**src/logic/amcs_pkg.sv**
```systemverilog
// ************************************************************
// Sequencer constants and types
// ************************************************************
package amcs_pkg;

  localparam int ADDR_W    = 16;
  localparam int DATA_W    = 8;
  localparam int RAM_AW    = 10;
  localparam int MAX_SLOTS = 10;
  localparam int SEL_BYTES = 5;

  // ************************************************************
  // Register offsets
  // ************************************************************
  localparam logic [15:0] ADR_MUX_CFG = 16'h2000;
  localparam logic [15:0] ADR_MUX_CMD = 16'h2001;
  localparam logic [15:0] ADR_CHOP    = 16'h2002;
  localparam logic [15:0] ADR_STATUS  = 16'h2003;
  localparam logic [15:0] ADR_REG_SEL = 16'h2010;
  localparam logic [15:0] ADR_ALT_SEL = 16'h2015;

  // ************************************************************
  // Field positions
  // ************************************************************
  localparam int CFG_CNT_LSB  = 0;
  localparam int CFG_FL_LSB   = 4;
  localparam int CFG_CKLO_BIT = 6;
  localparam int CFG_CKHI_BIT = 7;
  localparam int CMD_ALT_BIT  = 0;
  localparam int CMD_CME_BIT  = 6;
  localparam int CHOP_LSB     = 4;

  // ************************************************************
  // Reset values
  // ************************************************************
  localparam logic [7:0]  CFG_RST     = 8'h07;
  localparam logic [7:0]  CMD_RST     = 8'h00;
  localparam logic [1:0]  CHOP_RST    = 2'h0;
  localparam logic [39:0] REG_SEL_RST = 40'h00_0654_3210;
  localparam logic [39:0] ALT_SEL_RST = 40'h00_0654_3B1A;

  // ************************************************************
  // Signal codes and result placement
  // ************************************************************
  localparam logic [3:0] SIG_LAST_MAIN = 4'h6;
  localparam logic [3:0] SIG_HEAT      = 4'hA;
  localparam logic [3:0] SIG_CELL      = 4'hB;
  localparam int         RESULT_SHIFT  = 8;

  // ************************************************************
  // Filter length tables
  // ************************************************************
  localparam logic [9:0] FIR_CYC_STD [0:2] = '{10'h08A, 10'h120, 10'h180};
  localparam logic [9:0] FIR_CYC_WID [0:2] = '{10'h0BA, 10'h180, 10'h24C};
  localparam logic [4:0] FIR_RES_STD [0:2] = '{5'h12, 5'h15, 5'h16};
  localparam logic [4:0] FIR_RES_WID [0:2] = '{5'h13, 5'h16, 5'h18};
  localparam logic [1:0] CLK_PAIR_WIDE = 2'h1;
  localparam logic [1:0] FL_LONGEST    = 2'h2;

  typedef enum logic [1:0] {
    CHOP_TOGGLE_ACC = 2'b00,
    CHOP_FIX_LOW    = 2'b01,
    CHOP_FIX_HIGH   = 2'b10,
    CHOP_TOGGLE_ALL = 2'b11
  } amcs_chop_mode;

  typedef enum logic [1:0] {
    ST_WAIT   = 2'b00,
    ST_CONV   = 2'b01,
    ST_SETTLE = 2'b10
  } amcs_state_e;

  typedef struct packed {
    logic              we;
    logic [RAM_AW-1:0] addr;
    logic [31:0]       data;
  } amcs_ram_wr_s;

endpackage

```
**src/logic/amcs_sequencer.sv**
```systemverilog
// Local design decisions: the register addresses and the strobed register port.
`timescale 1ns/1ns
`default_nettype none

module amcs_sequencer (
  input  wire logic                sys_clk,
  input  wire logic                reset_n,
  input  wire logic [15:0]         bus_addr,
  input  wire logic [7:0]          bus_wdata,
  input  wire logic                bus_wr,
  input  wire logic                bus_rd,
  output logic      [7:0]          bus_rdata,
  input  wire logic                slow_sample_clock,
  input  wire logic                sys_power_present,
  input  wire logic                accum_last_next,
  input  wire logic                conv_done,
  input  wire logic [23:0]         conv_data,
  output logic                     conv_start,
  output logic      [3:0]          adc_select,
  output var amcs_pkg::amcs_ram_wr_s ram_wr,
  output logic                     frame_sync_pulse,
  output logic                     ce_pass_start,
  output logic                     chopper_polarity,
  output logic                     chopper_clock,
  output logic                     ref_swap,
  output logic                     cell_load_enable,
  output logic      [9:0]          filter_cycles,
  output logic      [4:0]          result_bits,
  output logic                     alt_frame_active
);

  // ************************************************************
  // Declarations
  // ************************************************************
  logic [7:0]  cfg_q;
  logic [7:0]  cmd_q;
  logic [1:0]  chop_mode_q;
  logic [39:0] reg_sel_q;
  logic [39:0] alt_sel_q;
  logic [7:0]  rd_val;
  logic [7:0]  rdata_q;
  logic        ssc_s1_q;
  logic        ssc_s2_q;
  logic        ssc_s3_q;
  logic        pwr_s1_q;
  logic        pwr_s2_q;
  logic        slow_edge;
  logic        alt_req_prev_q;
  logic        alt_pend_q;
  logic        force_alt_q;
  logic        alt_frame_q;
  logic        chopper_polarity_q;
  logic        sync_q;
  logic        pass_q;
  logic        start_q;
  logic [3:0]  sel_q;
  logic [3:0]  pend_code_q;
  logic        cell_q;
  logic [9:0]  fcyc_q;
  logic [4:0]  rbits_q;
  logic [3:0]  slot_q;
  logic [1:0]  cyc_q;
  logic [3:0]  cnt_raw;
  logic [3:0]  slot_last;
  logic [1:0]  fl_raw;
  logic [1:0]  cyc_last;
  logic        wide;
  logic        frame_begin;
  logic        slot_end;
  logic        frame_end;
  logic        alt_next;
  logic [3:0]  slot_next;
  logic [3:0]  code_next;
  logic        alt_rise;
  logic        cme_eff;
  logic        code_ok;
  logic [23:0] res_mask;
  logic        last_cycle;
  amcs_pkg::amcs_state_e  state_q;
  amcs_pkg::amcs_ram_wr_s ram_q;

  // ************************************************************
  // Register writes
  // ************************************************************
  always_ff @(posedge sys_clk) begin
    if (!reset_n) begin
      cfg_q       <= amcs_pkg::CFG_RST;
      cmd_q       <= amcs_pkg::CMD_RST;
      chop_mode_q <= amcs_pkg::CHOP_RST;
      reg_sel_q   <= amcs_pkg::REG_SEL_RST;
      alt_sel_q   <= amcs_pkg::ALT_SEL_RST;
    end else if (bus_wr) begin
      if (bus_addr == amcs_pkg::ADR_MUX_CFG) begin
        cfg_q <= bus_wdata;
      end
      if (bus_addr == amcs_pkg::ADR_MUX_CMD) begin
        cmd_q <= bus_wdata;
      end
      if (bus_addr == amcs_pkg::ADR_CHOP) begin
        chop_mode_q <= bus_wdata[amcs_pkg::CHOP_LSB+:2];
      end
      for (int i = 0; i < amcs_pkg::SEL_BYTES; i++) begin
        if (bus_addr == amcs_pkg::ADR_REG_SEL + 16'(i)) begin
          reg_sel_q[i*8+:8] <= bus_wdata;
        end
        if (bus_addr == amcs_pkg::ADR_ALT_SEL + 16'(i)) begin
          alt_sel_q[i*8+:8] <= bus_wdata;
        end
      end
    end
  end

  // ************************************************************
  // Register reads
  // ************************************************************
  always_comb begin
    rd_val = 8'h00;
    case (bus_addr)
      amcs_pkg::ADR_MUX_CFG: rd_val = cfg_q;
      amcs_pkg::ADR_MUX_CMD: rd_val = cmd_q;
      amcs_pkg::ADR_CHOP: begin
        rd_val[amcs_pkg::CHOP_LSB+:2] = chop_mode_q;
      end
      amcs_pkg::ADR_STATUS: begin
        rd_val = {4'h0, alt_pend_q, sync_q, alt_frame_q, chopper_polarity_q};
      end
      default: rd_val = 8'h00;
    endcase
    for (int i = 0; i < amcs_pkg::SEL_BYTES; i++) begin
      if (bus_addr == amcs_pkg::ADR_REG_SEL + 16'(i)) begin
        rd_val = reg_sel_q[i*8+:8];
      end
      if (bus_addr == amcs_pkg::ADR_ALT_SEL + 16'(i)) begin
        rd_val = alt_sel_q[i*8+:8];
      end
    end
  end

  always_ff @(posedge sys_clk) begin
    if (!reset_n) begin
      rdata_q <= 8'h00;
    end else if (bus_rd) begin
      rdata_q <= rd_val;
    end else begin
      rdata_q <= 8'h00;
    end
  end

  assign bus_rdata = rdata_q;

  // ************************************************************
  // Pin synchronisers
  // ************************************************************
  always_ff @(posedge sys_clk) begin
    if (!reset_n) begin
      ssc_s1_q <= 1'b0;
      ssc_s2_q <= 1'b0;
      ssc_s3_q <= 1'b0;
      pwr_s1_q <= 1'b0;
      pwr_s2_q <= 1'b0;
    end else begin
      ssc_s1_q <= slow_sample_clock;
      ssc_s2_q <= ssc_s1_q;
      ssc_s3_q <= ssc_s2_q;
      pwr_s1_q <= sys_power_present;
      pwr_s2_q <= pwr_s1_q;
    end
  end

  assign slow_edge = ssc_s2_q & ~ssc_s3_q;

  // ************************************************************
  // Frame geometry
  // ************************************************************
  always_comb begin
    cnt_raw = cfg_q[amcs_pkg::CFG_CNT_LSB+:4];
    if (cnt_raw == 4'h0) begin
      slot_last = 4'h0;
    end else if (cnt_raw > 4'(amcs_pkg::MAX_SLOTS)) begin
      slot_last = 4'(amcs_pkg::MAX_SLOTS - 1);
    end else begin
      slot_last = cnt_raw - 4'h1;
    end
    fl_raw = cfg_q[amcs_pkg::CFG_FL_LSB+:2];
    if (fl_raw > amcs_pkg::FL_LONGEST) begin
      cyc_last = amcs_pkg::FL_LONGEST;
    end else begin
      cyc_last = fl_raw;
    end
  end

  assign wide = {cfg_q[amcs_pkg::CFG_CKHI_BIT],
                 cfg_q[amcs_pkg::CFG_CKLO_BIT]} == amcs_pkg::CLK_PAIR_WIDE;

  assign last_cycle  = cyc_q == cyc_last;
  assign frame_begin = slow_edge && (state_q != amcs_pkg::ST_CONV);
  assign slot_end    = slow_edge && (state_q == amcs_pkg::ST_CONV)
                       && last_cycle;
  assign frame_end   = slot_end && (slot_q >= slot_last);
  assign alt_next    = frame_begin ? (alt_pend_q | force_alt_q)
                                   : alt_frame_q;
  assign slot_next   = frame_begin ? 4'h0 : slot_q + 4'h1;
  assign code_next   = alt_next ? alt_sel_q[{slot_next, 2'b00}+:4]
                                : reg_sel_q[{slot_next, 2'b00}+:4];

  // ************************************************************
  // Slot and state sequencing
  // ************************************************************
  always_ff @(posedge sys_clk) begin
    if (!reset_n) begin
      state_q     <= amcs_pkg::ST_WAIT;
      slot_q      <= 4'h0;
      cyc_q       <= 2'h0;
      alt_frame_q <= 1'b0;
    end else if (slow_edge) begin
      case (state_q)
        amcs_pkg::ST_WAIT, amcs_pkg::ST_SETTLE: begin
          state_q     <= amcs_pkg::ST_CONV;
          slot_q      <= 4'h0;
          cyc_q       <= 2'h0;
          alt_frame_q <= alt_next;
        end
        amcs_pkg::ST_CONV: begin
          if (last_cycle) begin
            cyc_q <= 2'h0;
            if (frame_end) begin
              state_q <= amcs_pkg::ST_SETTLE;
            end else begin
              slot_q <= slot_next;
            end
          end else begin
            cyc_q <= cyc_q + 2'h1;
          end
        end
        default: state_q <= amcs_pkg::ST_WAIT;
      endcase
    end
  end

  // ************************************************************
  // Conversion start and input select
  // ************************************************************
  always_ff @(posedge sys_clk) begin
    if (!reset_n) begin
      start_q     <= 1'b0;
      sel_q       <= 4'h0;
      pend_code_q <= 4'h0;
    end else begin
      start_q <= frame_begin || (slot_end && !frame_end);
      if (frame_begin || (slot_end && !frame_end)) begin
        sel_q       <= code_next;
        pend_code_q <= code_next;
      end
    end
  end

  assign conv_start       = start_q;
  assign adc_select       = sel_q;
  assign alt_frame_active = alt_frame_q;

  // ************************************************************
  // Alternate frame request
  // ************************************************************
  assign alt_rise = cmd_q[amcs_pkg::CMD_ALT_BIT] & ~alt_req_prev_q;

  always_ff @(posedge sys_clk) begin
    if (!reset_n) begin
      alt_req_prev_q <= 1'b0;
      alt_pend_q     <= 1'b0;
    end else begin
      alt_req_prev_q <= cmd_q[amcs_pkg::CMD_ALT_BIT];
      if (alt_rise) begin
        alt_pend_q <= 1'b1;
      end else if (frame_begin) begin
        alt_pend_q <= 1'b0;
      end
    end
  end

  // ************************************************************
  // Chopper and frame sync
  // ************************************************************
  always_ff @(posedge sys_clk) begin
    if (!reset_n) begin
      chopper_polarity_q     <= 1'b0;
      force_alt_q <= 1'b0;
      sync_q      <= 1'b0;
      pass_q      <= 1'b0;
    end else begin
      pass_q <= frame_end;
      if (frame_end) begin
        sync_q <= 1'b1;
        force_alt_q <= 1'b0;
        case (chop_mode_q)
          amcs_pkg::CHOP_FIX_LOW:  chopper_polarity_q <= 1'b0;
          amcs_pkg::CHOP_FIX_HIGH: chopper_polarity_q <= 1'b1;
          amcs_pkg::CHOP_TOGGLE_ACC: begin
            if (accum_last_next) begin
              force_alt_q <= 1'b1;
            end else begin
              chopper_polarity_q <= ~chopper_polarity_q;
            end
          end
          amcs_pkg::CHOP_TOGGLE_ALL: chopper_polarity_q <= ~chopper_polarity_q;
          default: chopper_polarity_q <= chopper_polarity_q;
        endcase
      end else if (frame_begin) begin
        sync_q <= 1'b0;
        if (state_q == amcs_pkg::ST_SETTLE) begin
          force_alt_q <= 1'b0;
        end
      end
    end
  end

  assign frame_sync_pulse = sync_q;
  assign ce_pass_start    = pass_q;
  assign chopper_polarity = chopper_polarity_q;
  assign chopper_clock    = chopper_polarity_q;
  assign ref_swap         = chopper_polarity_q;

  // ************************************************************
  // Resolution and result store
  // ************************************************************
  assign cme_eff = cmd_q[amcs_pkg::CMD_CME_BIT] & pwr_s2_q;

  always_ff @(posedge sys_clk) begin
    if (!reset_n) begin
      fcyc_q  <= 10'h000;
      rbits_q <= 5'h00;
      cell_q  <= 1'b0;
    end else begin
      fcyc_q  <= wide ? amcs_pkg::FIR_CYC_WID[cyc_last]
                      : amcs_pkg::FIR_CYC_STD[cyc_last];
      rbits_q <= wide ? amcs_pkg::FIR_RES_WID[cyc_last]
                      : amcs_pkg::FIR_RES_STD[cyc_last];
      cell_q  <= cme_eff && alt_frame_q;
    end
  end

  assign filter_cycles    = fcyc_q;
  assign result_bits      = rbits_q;
  assign cell_load_enable = cell_q;

  assign res_mask = ~(24'hFF_FFFF << rbits_q);
  assign code_ok  = (pend_code_q <= amcs_pkg::SIG_LAST_MAIN)
                    || (pend_code_q == amcs_pkg::SIG_HEAT)
                    || ((pend_code_q == amcs_pkg::SIG_CELL) && cme_eff);

  always_ff @(posedge sys_clk) begin
    if (!reset_n) begin
      ram_q <= '0;
    end else begin
      ram_q.we   <= conv_done && code_ok;
      ram_q.addr <= {{(amcs_pkg::RAM_AW - 4){1'b0}}, pend_code_q};
      ram_q.data <= 32'(conv_data & res_mask)
                    << amcs_pkg::RESULT_SHIFT;
    end
  end

  assign ram_wr = ram_q;

  // ************************************************************
  // Checks
  // ************************************************************
  a_conv_on_edge: assert property (@(posedge sys_clk) disable iff (!reset_n)
    $rose(conv_start) |-> $past(slow_edge))
    else $error("conversion start not on slow edge");

  a_sync_rise_edge: assert property (@(posedge sys_clk)
    disable iff (!reset_n)
    $rose(frame_sync_pulse) |-> $past(slow_edge) && ce_pass_start
    ##1 !ce_pass_start)
    else $error("frame sync rise without pass start");

  a_sync_fall_edge: assert property (@(posedge sys_clk)
    disable iff (!reset_n)
    $fell(frame_sync_pulse) |-> $past(slow_edge) && conv_start)
    else $error("settle cycle ended off edge");

  a_fixed_low: assert property (@(posedge sys_clk) disable iff (!reset_n)
    $rose(frame_sync_pulse) && $past(chop_mode_q) == 2'b01
    |-> !chopper_polarity && !chopper_clock)
    else $error("fixed low mode left polarity high");

  a_toggle_all: assert property (@(posedge sys_clk) disable iff (!reset_n)
    $rose(frame_sync_pulse) && $past(chop_mode_q) == 2'b11
    |-> chopper_polarity != $past(chopper_polarity))
    else $error("mode 11 failed to toggle");

  a_skip_toggle: assert property (@(posedge sys_clk) disable iff (!reset_n)
    $rose(frame_sync_pulse) && $past(chop_mode_q) == 2'b00
    && $past(accum_last_next)
    |-> $stable(chopper_polarity) && force_alt_q)
    else $error("toggle not skipped before forced frame");

  a_cell_gate: assert property (@(posedge sys_clk) disable iff (!reset_n)
    $past(!pwr_s2_q) |-> !cell_load_enable)
    else $error("cell load without system power");

  a_ram_shift: assert property (@(posedge sys_clk) disable iff (!reset_n)
    ram_wr.we |-> ram_wr.data[7:0] == 8'h00
    && ram_wr.data[31:8] == ($past(conv_data) & $past(res_mask)))
    else $error("result not shifted by eight");

  a_ram_addr: assert property (@(posedge sys_clk) disable iff (!reset_n)
    ram_wr.we |-> ram_wr.addr <= 10'h006 || ram_wr.addr == 10'h00A
    || ram_wr.addr == 10'h00B)
    else $error("result word out of map");

endmodule

`default_nettype wire

```
**config.mk**
```make
export PLATFORM = sky130hd
export DESIGN_NAME = amcs_sequencer
export DESIGN_NICKNAME = d
export VERILOG_FILES = /design/src/logic/amcs_pkg.sv /design/src/logic/amcs_sequencer.sv
export SDC_FILE = /design/constraint.sdc
export NUM_CORES = 1
export LEC_CHECK = 0
export BUFFER_PORTS_ARGS = -buffer_cell sky130_fd_sc_hd__clkbuf_2
export CORE_ASPECT_RATIO = 1.5
export CORE_MARGIN = 2
export CORE_UTILIZATION = 40
export CTS_CLUSTER_SIZE = 40
export DETAILED_ROUTE_END_ITERATION = 12
export PLACE_DENSITY = 0.7
export RECOVER_POWER = 100
export SLEW_MARGIN = 20
export SYNTH_ARGS = -nofsm -noshare
export SYNTH_HDL_FRONTEND = slang
export SYNTH_SLANG_ARGS = --single-unit
```
**constraint.sdc**
```tcl
create_clock -name sys_clk -period 5.2 [get_ports sys_clk]
set_input_delay 1.04 -clock sys_clk [delete_from_list [all_inputs] [get_ports sys_clk]]
set_output_delay 1.04 -clock sys_clk [all_outputs]
set_load 0.03 [all_outputs]
```
# Yosys cells after proc, flatten, opt, wreduce, memory -nomap -nowiden
# Index checks and enable logic that the tools add are counted.
# W data, S select, Z words.
[word_totals]
regBits = 190
inputBits = 56
output_inout_bits = 78
elab_cells = 179
[classes]
add_sub_neg = 3
n_lt_le_gt_ge = 5
eq_ne = 28
n_shift = 3
n_mux = 51
n_bitwise = 10
reduce_logical = 40
[ops]
columns = ["operator", "count"]
rows = [
  ["$eq A16 B14 Y1 const B", 14],
  ["$mux W8", 10],
  ["$shiftx A40 B7 Y4", 2],
  ["$mux W10", 5],
  ["$bmux W10 S2", 2],
  ["$reduce_and A2 Y1", 18],
  ["$mux W5", 5],
  ["$and A24 B24 Y24", 1],
  ["$mux W4", 6],
  ["$not A24 Y24", 1],
  ["$shl A24 B5 Y24 const A", 1],
  ["$bmux W5 S2", 2],
  ["$pmux W2 S2", 3],
  ["$pmux W4 S3", 1],
  ["$mux W1", 10],
  ["$eq A4 B4 Y1 const B", 2],
  ["$logic_and A1 B1 Y1", 8],
  ["$mux W2", 4],
  ["$ne A2 B2 Y1 const B", 4],
  ["$pmux W4 S2", 1],
  ["$reduce_bool A2 Y1", 4],
  ["$eq A2 B1 Y1 const B", 3],
  ["$eq A2 B2 Y1 const B", 3],
  ["$pmux W2 S3", 1],
  ["other kinds (22)", 29],
]

# Depth between registers and ports, before layout
[logic_depth]
depth_word = 12
ltp_mapped = 13
ltp_nobuf = 13

# Worst setup path before layout
# OpenSTA, ideal clock, no wires.
[synth_timing]
kind = "input -> register"
start = "input bus_addr[12]"
end = "register reg_sel_q[38]"
setup_ns = 0.128
arrival_ns = 2.870
t_required_ns = 5.072
path_slack_ns = 2.203
cell_stages = 8
path_buffers = 2
path_cell_list = "or4b_1 buf_2 buf_6 or2_1 nor4_1 nand2_1 mux2i_1 nor2_1"
[synth_via]
elab_chain_cells = 2
[synth_lines]
columns = ["element", "line", "source"]
rows = [
  ["start, declared", "amcs_sequencer.sv:8", "input wire logic [15:0] bus_addr,"],
  ["$eq A16 B14 Y1", "amcs_sequencer.sv:103", "if (bus_addr == amcs_pkg::ADR_REG_SEL + 16'(i)) begin"],
  ["$reduce_and A2 Y1 (no source line)", "--", ""],
  ["end signal, assigned", "amcs_sequencer.sv:90", "reg_sel_q <= amcs_pkg::REG_SEL_RST;"],
  ["end signal, assigned by index", "amcs_sequencer.sv:104", "reg_sel_q[i*8+:8] <= bus_wdata;"],
  ["end, declared", "amcs_sequencer.sv:38", "logic [39:0] reg_sel_q;"],
]
# Every way passes these cells.
# A chain may end at the register's enable or synchronous reset.

# Final worst setup path
[layout_timing]
start = "input bus_addr[12]"
end = "register rdata_q[0], in the netlist bus_rdata[0]"
[layout_via]
elab_chain_cells = 12
elab_cells_between_ends = 24
cone_classes = "eq/ne (13); mux (11)"
[layout_lines]
columns = ["element", "line", "source"]
rows = [
  ["$eq A16 B14 Y1", "amcs_sequencer.sv:118", "case (bus_addr)"],
  ["$pmux W4 S3", "amcs_sequencer.sv:118", ""],
  ["$mux W8", "amcs_sequencer.sv:130", "if (bus_addr == amcs_pkg::ADR_REG_SEL + 16'(i)) begin"],
  ["$mux W8", "amcs_sequencer.sv:133", "if (bus_addr == amcs_pkg::ADR_ALT_SEL + 16'(i)) begin"],
  ["$mux W8", "amcs_sequencer.sv:130", ""],
  ["$mux W8", "amcs_sequencer.sv:133", ""],
  ["$mux W8", "amcs_sequencer.sv:130", ""],
  ["$mux W8", "amcs_sequencer.sv:133", ""],
  ["$mux W8", "amcs_sequencer.sv:130", ""],
  ["$mux W8", "amcs_sequencer.sv:133", ""],
  ["$mux W8", "amcs_sequencer.sv:130", ""],
  ["$mux W8 (*)", "amcs_sequencer.sv:133", ""],
  ["end signal, assigned", "amcs_sequencer.sv:143", "rdata_q <= rd_val;"],
  ["end, declared", "amcs_sequencer.sv:41", "logic [7:0] rdata_q;"],
]
# Mark *: on every way between the ends. The rest lies on a longest branch, timed or not.

==> flow_summary.yaml <==
outcome:
  outcome: "complete, but fails checks"
  violations: "max-capacitance violations, max-slew violations"
layout:
  antenna_cells: 0
  fillerInstances: 2156
  layout_common_cells: "185 x nand2_1, 169 x dfxtp_1, 90 x nor2_1"
  area.sequential_um2: 3380
  syn_to_final_growth_pct: 10.7
  multi_input_area_um2: 4670
  fin_area_um2: 9550
  drive_above_1_share_pct: 10.3
  layout.nets: 1181
  layout_commonest_cell: "nand2_1"
placement:
  portBuffers: 118
  dpl.hpwl_um: 21500
  gp_congestion: 1.06
  postPlaceCellArea_um2: 9150
timing:
  setup_viol: 0
  drv_slew: 152
  tns_ns: 0
  fin_crit_ns: 4.20
  slew_headroom_pct: -63.9
  finalHoldViolations: 0
  worst-slew-pin-transition_ns: 2.46
  fin_worst_skew_ns: 0.0121
  timing.final.crit_share_pct: 80.7
  rsz0062_at_grt: "no"
  fmax_mhz: 238
clock_network:
  htree_levels: 4
  cts_root_buffer: "clkbuf_16"
  cts.path.max_buffers: 2
  cts_resized: 0
  clk_latency_ns: 0.44
  post_cts_buffers: 0
  cts_buffers: 17
  cts_sinks: 169
  path_clk_slew_ns: 0.07
  cts_tree: "yes"
  cts_hold_buf: 0
floorplanning:
  die_area_um2: 22800
  initial_core_util_pct: 40.8
  core_um2: 21100
  pin_count: 134
  dieHeight_um: 184
  die_x_um: 124
  rows: 65
drt:
  vias: 8300
  wl_per_cell_um: 21.1
  post_drt_via_cell_ratio: 5.95
  routed_wl_um: 29500
  ant_nets: 0
  drc_errors: 0
  drt_first_iter_violations: 944
  first_pass_iters: 6
yosys:
  synth_warnings: 0
  synth_area_um2: 8630
  synth-edff-count: 0
  seq_area_frac_synth_pct: 39.2
  async_flop_share_pct: 0
  ys_seq_elements: 169
  syn_inst: 1057
  syn_avg_cell_area_um2: 8.16
  ys.flop_type: "dfxtp_1"
  synth_cell_types: 86
power_and_ir_drop:
  vdd_drop_max_mv: 0.238
  power.density_nw_per_um2: 286
  p_leak_nw: 3.76
  finalPower_mw: 2.73
global_route:
  grt_remaining_overflow: 0
  grt.total_usage_pct: 26.0
  first_global_vias: 7587
  grt_max_degree: 51
  grt_pass1_wl_um: 44800
  antenna_found_initial: 0
worst_hold_path:
  hold_depth: 1
  hold_end: "ssc_s2_q$_SDFF_PN0_"
  hold_start: "ssc_s1_q$_SDFF_PN0_"
  holdCritPathClass: "reg -> reg"
setup_path:
  r2r_end: "pend_code_q[0]$_SDFFE_PN0P_"
  rrSetupSlack_ns: 1.70
  end_kind: "register"
  crit_chain: "clkbuf_2, or4b_1, nor4_1, nand4b_1, a2111oi_0, o22ai_1, a211oi_2"
  critical_path_class: "in -> reg"
  reg2reg_depth: 13
  crit_arrival_ns: 4.55
  slowest_delay_ns: 1.29
  setup.worst_path.start_class: "input port"
  worst_path_max_delay_cell: "nor4_1"
  crit_required_ns: 5.55
  path_max_fanout: 14
  r2r_start: "cfg_q[0]$_SDFFE_PN1P_"
flow_run:
  drv_cap: 5
-- flip-flops by register name, indices dropped and copies added (netlist names), 2 cells and up --
register       count
bus_rdata          8
ram_wr            29
state_q            2
chop_mode_q        2
alt_sel_q         40
slot_q             4
reg_sel_q         40
pend_code_q        4
filter_cycles      7
cyc_q              2
cfg_q              8
cmd_q              8
-- report_power, final --
group | internal, mW | switching (mW)
logic | 0.0589 | 0.168
registers | 1.31 | 0.0103
clock network | 0.638 | 0.552
total | 2.01 | 0.730
-- worst max-delay path: cells and delay by family --
family	cells	cell delay, ns
buffers and inverters	1	0.07
and+or+nand+nor	3	2.32
AOI/OAI and AO/OA	3	1.11
-- cell families (layout without fill, tap and decap cells) --
logic type               Yosys count  count (layout)  synth area share, %
multiplexers                      63              63                 7.50
buffers and inverters            117             173                 6.61
adder cells (fa/ha/maj)           11              11                 1.60
XOR/XNOR                           5               5                0.508
AND/OR/NAND/NOR                  444             444                 25.3
AO/OA/AOI/OAI                    247             247                 19.2
flip-flops                       169             169                 39.2
other                              1              15               0.0435
-- worst max-delay path by stage --
stage               slack (ns)  cells after the start    startpoint                    endpoint
floorplan                 2.20                      8  bus_addr[12]  reg_sel_q[38]$_SDFFE_PN0P_
global placement          1.37                      7  bus_addr[12]     bus_rdata[1]$_SDFF_PN0_
detailed placement        1.32                      7  bus_addr[12]  alt_sel_q[30]$_SDFFE_PN0P_
CTS                       1.75                      7  bus_addr[12]  reg_sel_q[28]$_SDFFE_PN0P_
global route              0.86                      7  bus_addr[12]     bus_rdata[0]$_SDFF_PN0_
finish                    1.00                      7  bus_addr[12]     bus_rdata[0]$_SDFF_PN0_
-- per-layer routing --
layer | vias up | share of wire, % | track usage, %
met3 | 107 | 7.9 | 4.81
met1 | 3887 | 38 | 30.5
met4 | 0 | 6.0 | 14.7
li1 | 3844 | - | -
met5 | - | 0 | 0
met2 | 462 | 48 | 44.0
-- final cells by class --
| class | count | area share (%) |
|---|---|---|
| Multi-Input combinational cell | 785 | 48.9 |
| Sequential cell | 169 | 35.4 |
| Clock inverter | 13 | 0.983 |
| Inverter | 15 | 0.590 |
| Tap cell | 268 | 3.51 |
| Timing Repair Buffer | 126 | 5.83 |
| Clock buffer | 19 | 4.74 |
-- through the flow --
| step | instances | util, % | hold WS (ns) | setup WS (ns) |
|---|---|---|---|---|
| 3_3_place_gp | 1363 | 43.3 | 0.426 | 1.37 |
| 4_1_cts | 1395 | 45.9 | 0.446 | 1.75 |
| 6_report | 1395 | 45.2 | 0.446 | 1.00 |
| 2_1_floorplan | 1071 | - | 0.412 | 2.20 |
| 3_5_place_dp | 1363 | 43.3 | 0.420 | 1.32 |
| 5_1_grt | 1395 | 45.2 | 0.466 | 0.856 |
-- synth_stat cells, types with 5 or more instances --
master / instances / area [µm²]
nand2_1: 184 / 691
dfxtp_1: 169 / 3380
a21oi_1: 87 / 435
nor2_1: 86 / 323
clkbuf_1: 64 / 240
mux2i_1: 59 / 591
nand3_1: 48 / 240
o21ai_0: 35 / 175
buf_4: 24 / 180
nor3_1: 21 / 105
and2_1: 17 / 106
inv_1: 14 / 52.6
a31oi_1: 13 / 81.3
nand2b_1: 13 / 81.3
a221oi_1: 11 / 96.3
ha_1: 11 / 138
a211oi_1: 10 / 75.1
a22oi_1: 9 / 67.6
nor2b_1: 9 / 56.3
and3_1: 8 / 50.1
buf_2: 8 / 40.0
o211a_1: 8 / 80.1
o22ai_1: 7 / 43.8
a221o_1: 6 / 60.1
a32oi_1: 6 / 52.6
o211ai_1: 6 / 45.0
or3_1: 6 / 37.5
nor4_1: 5 / 31.3
o311a_1: 5 / 50.1
No activity file was read; power rests on OpenSTA's default activity.
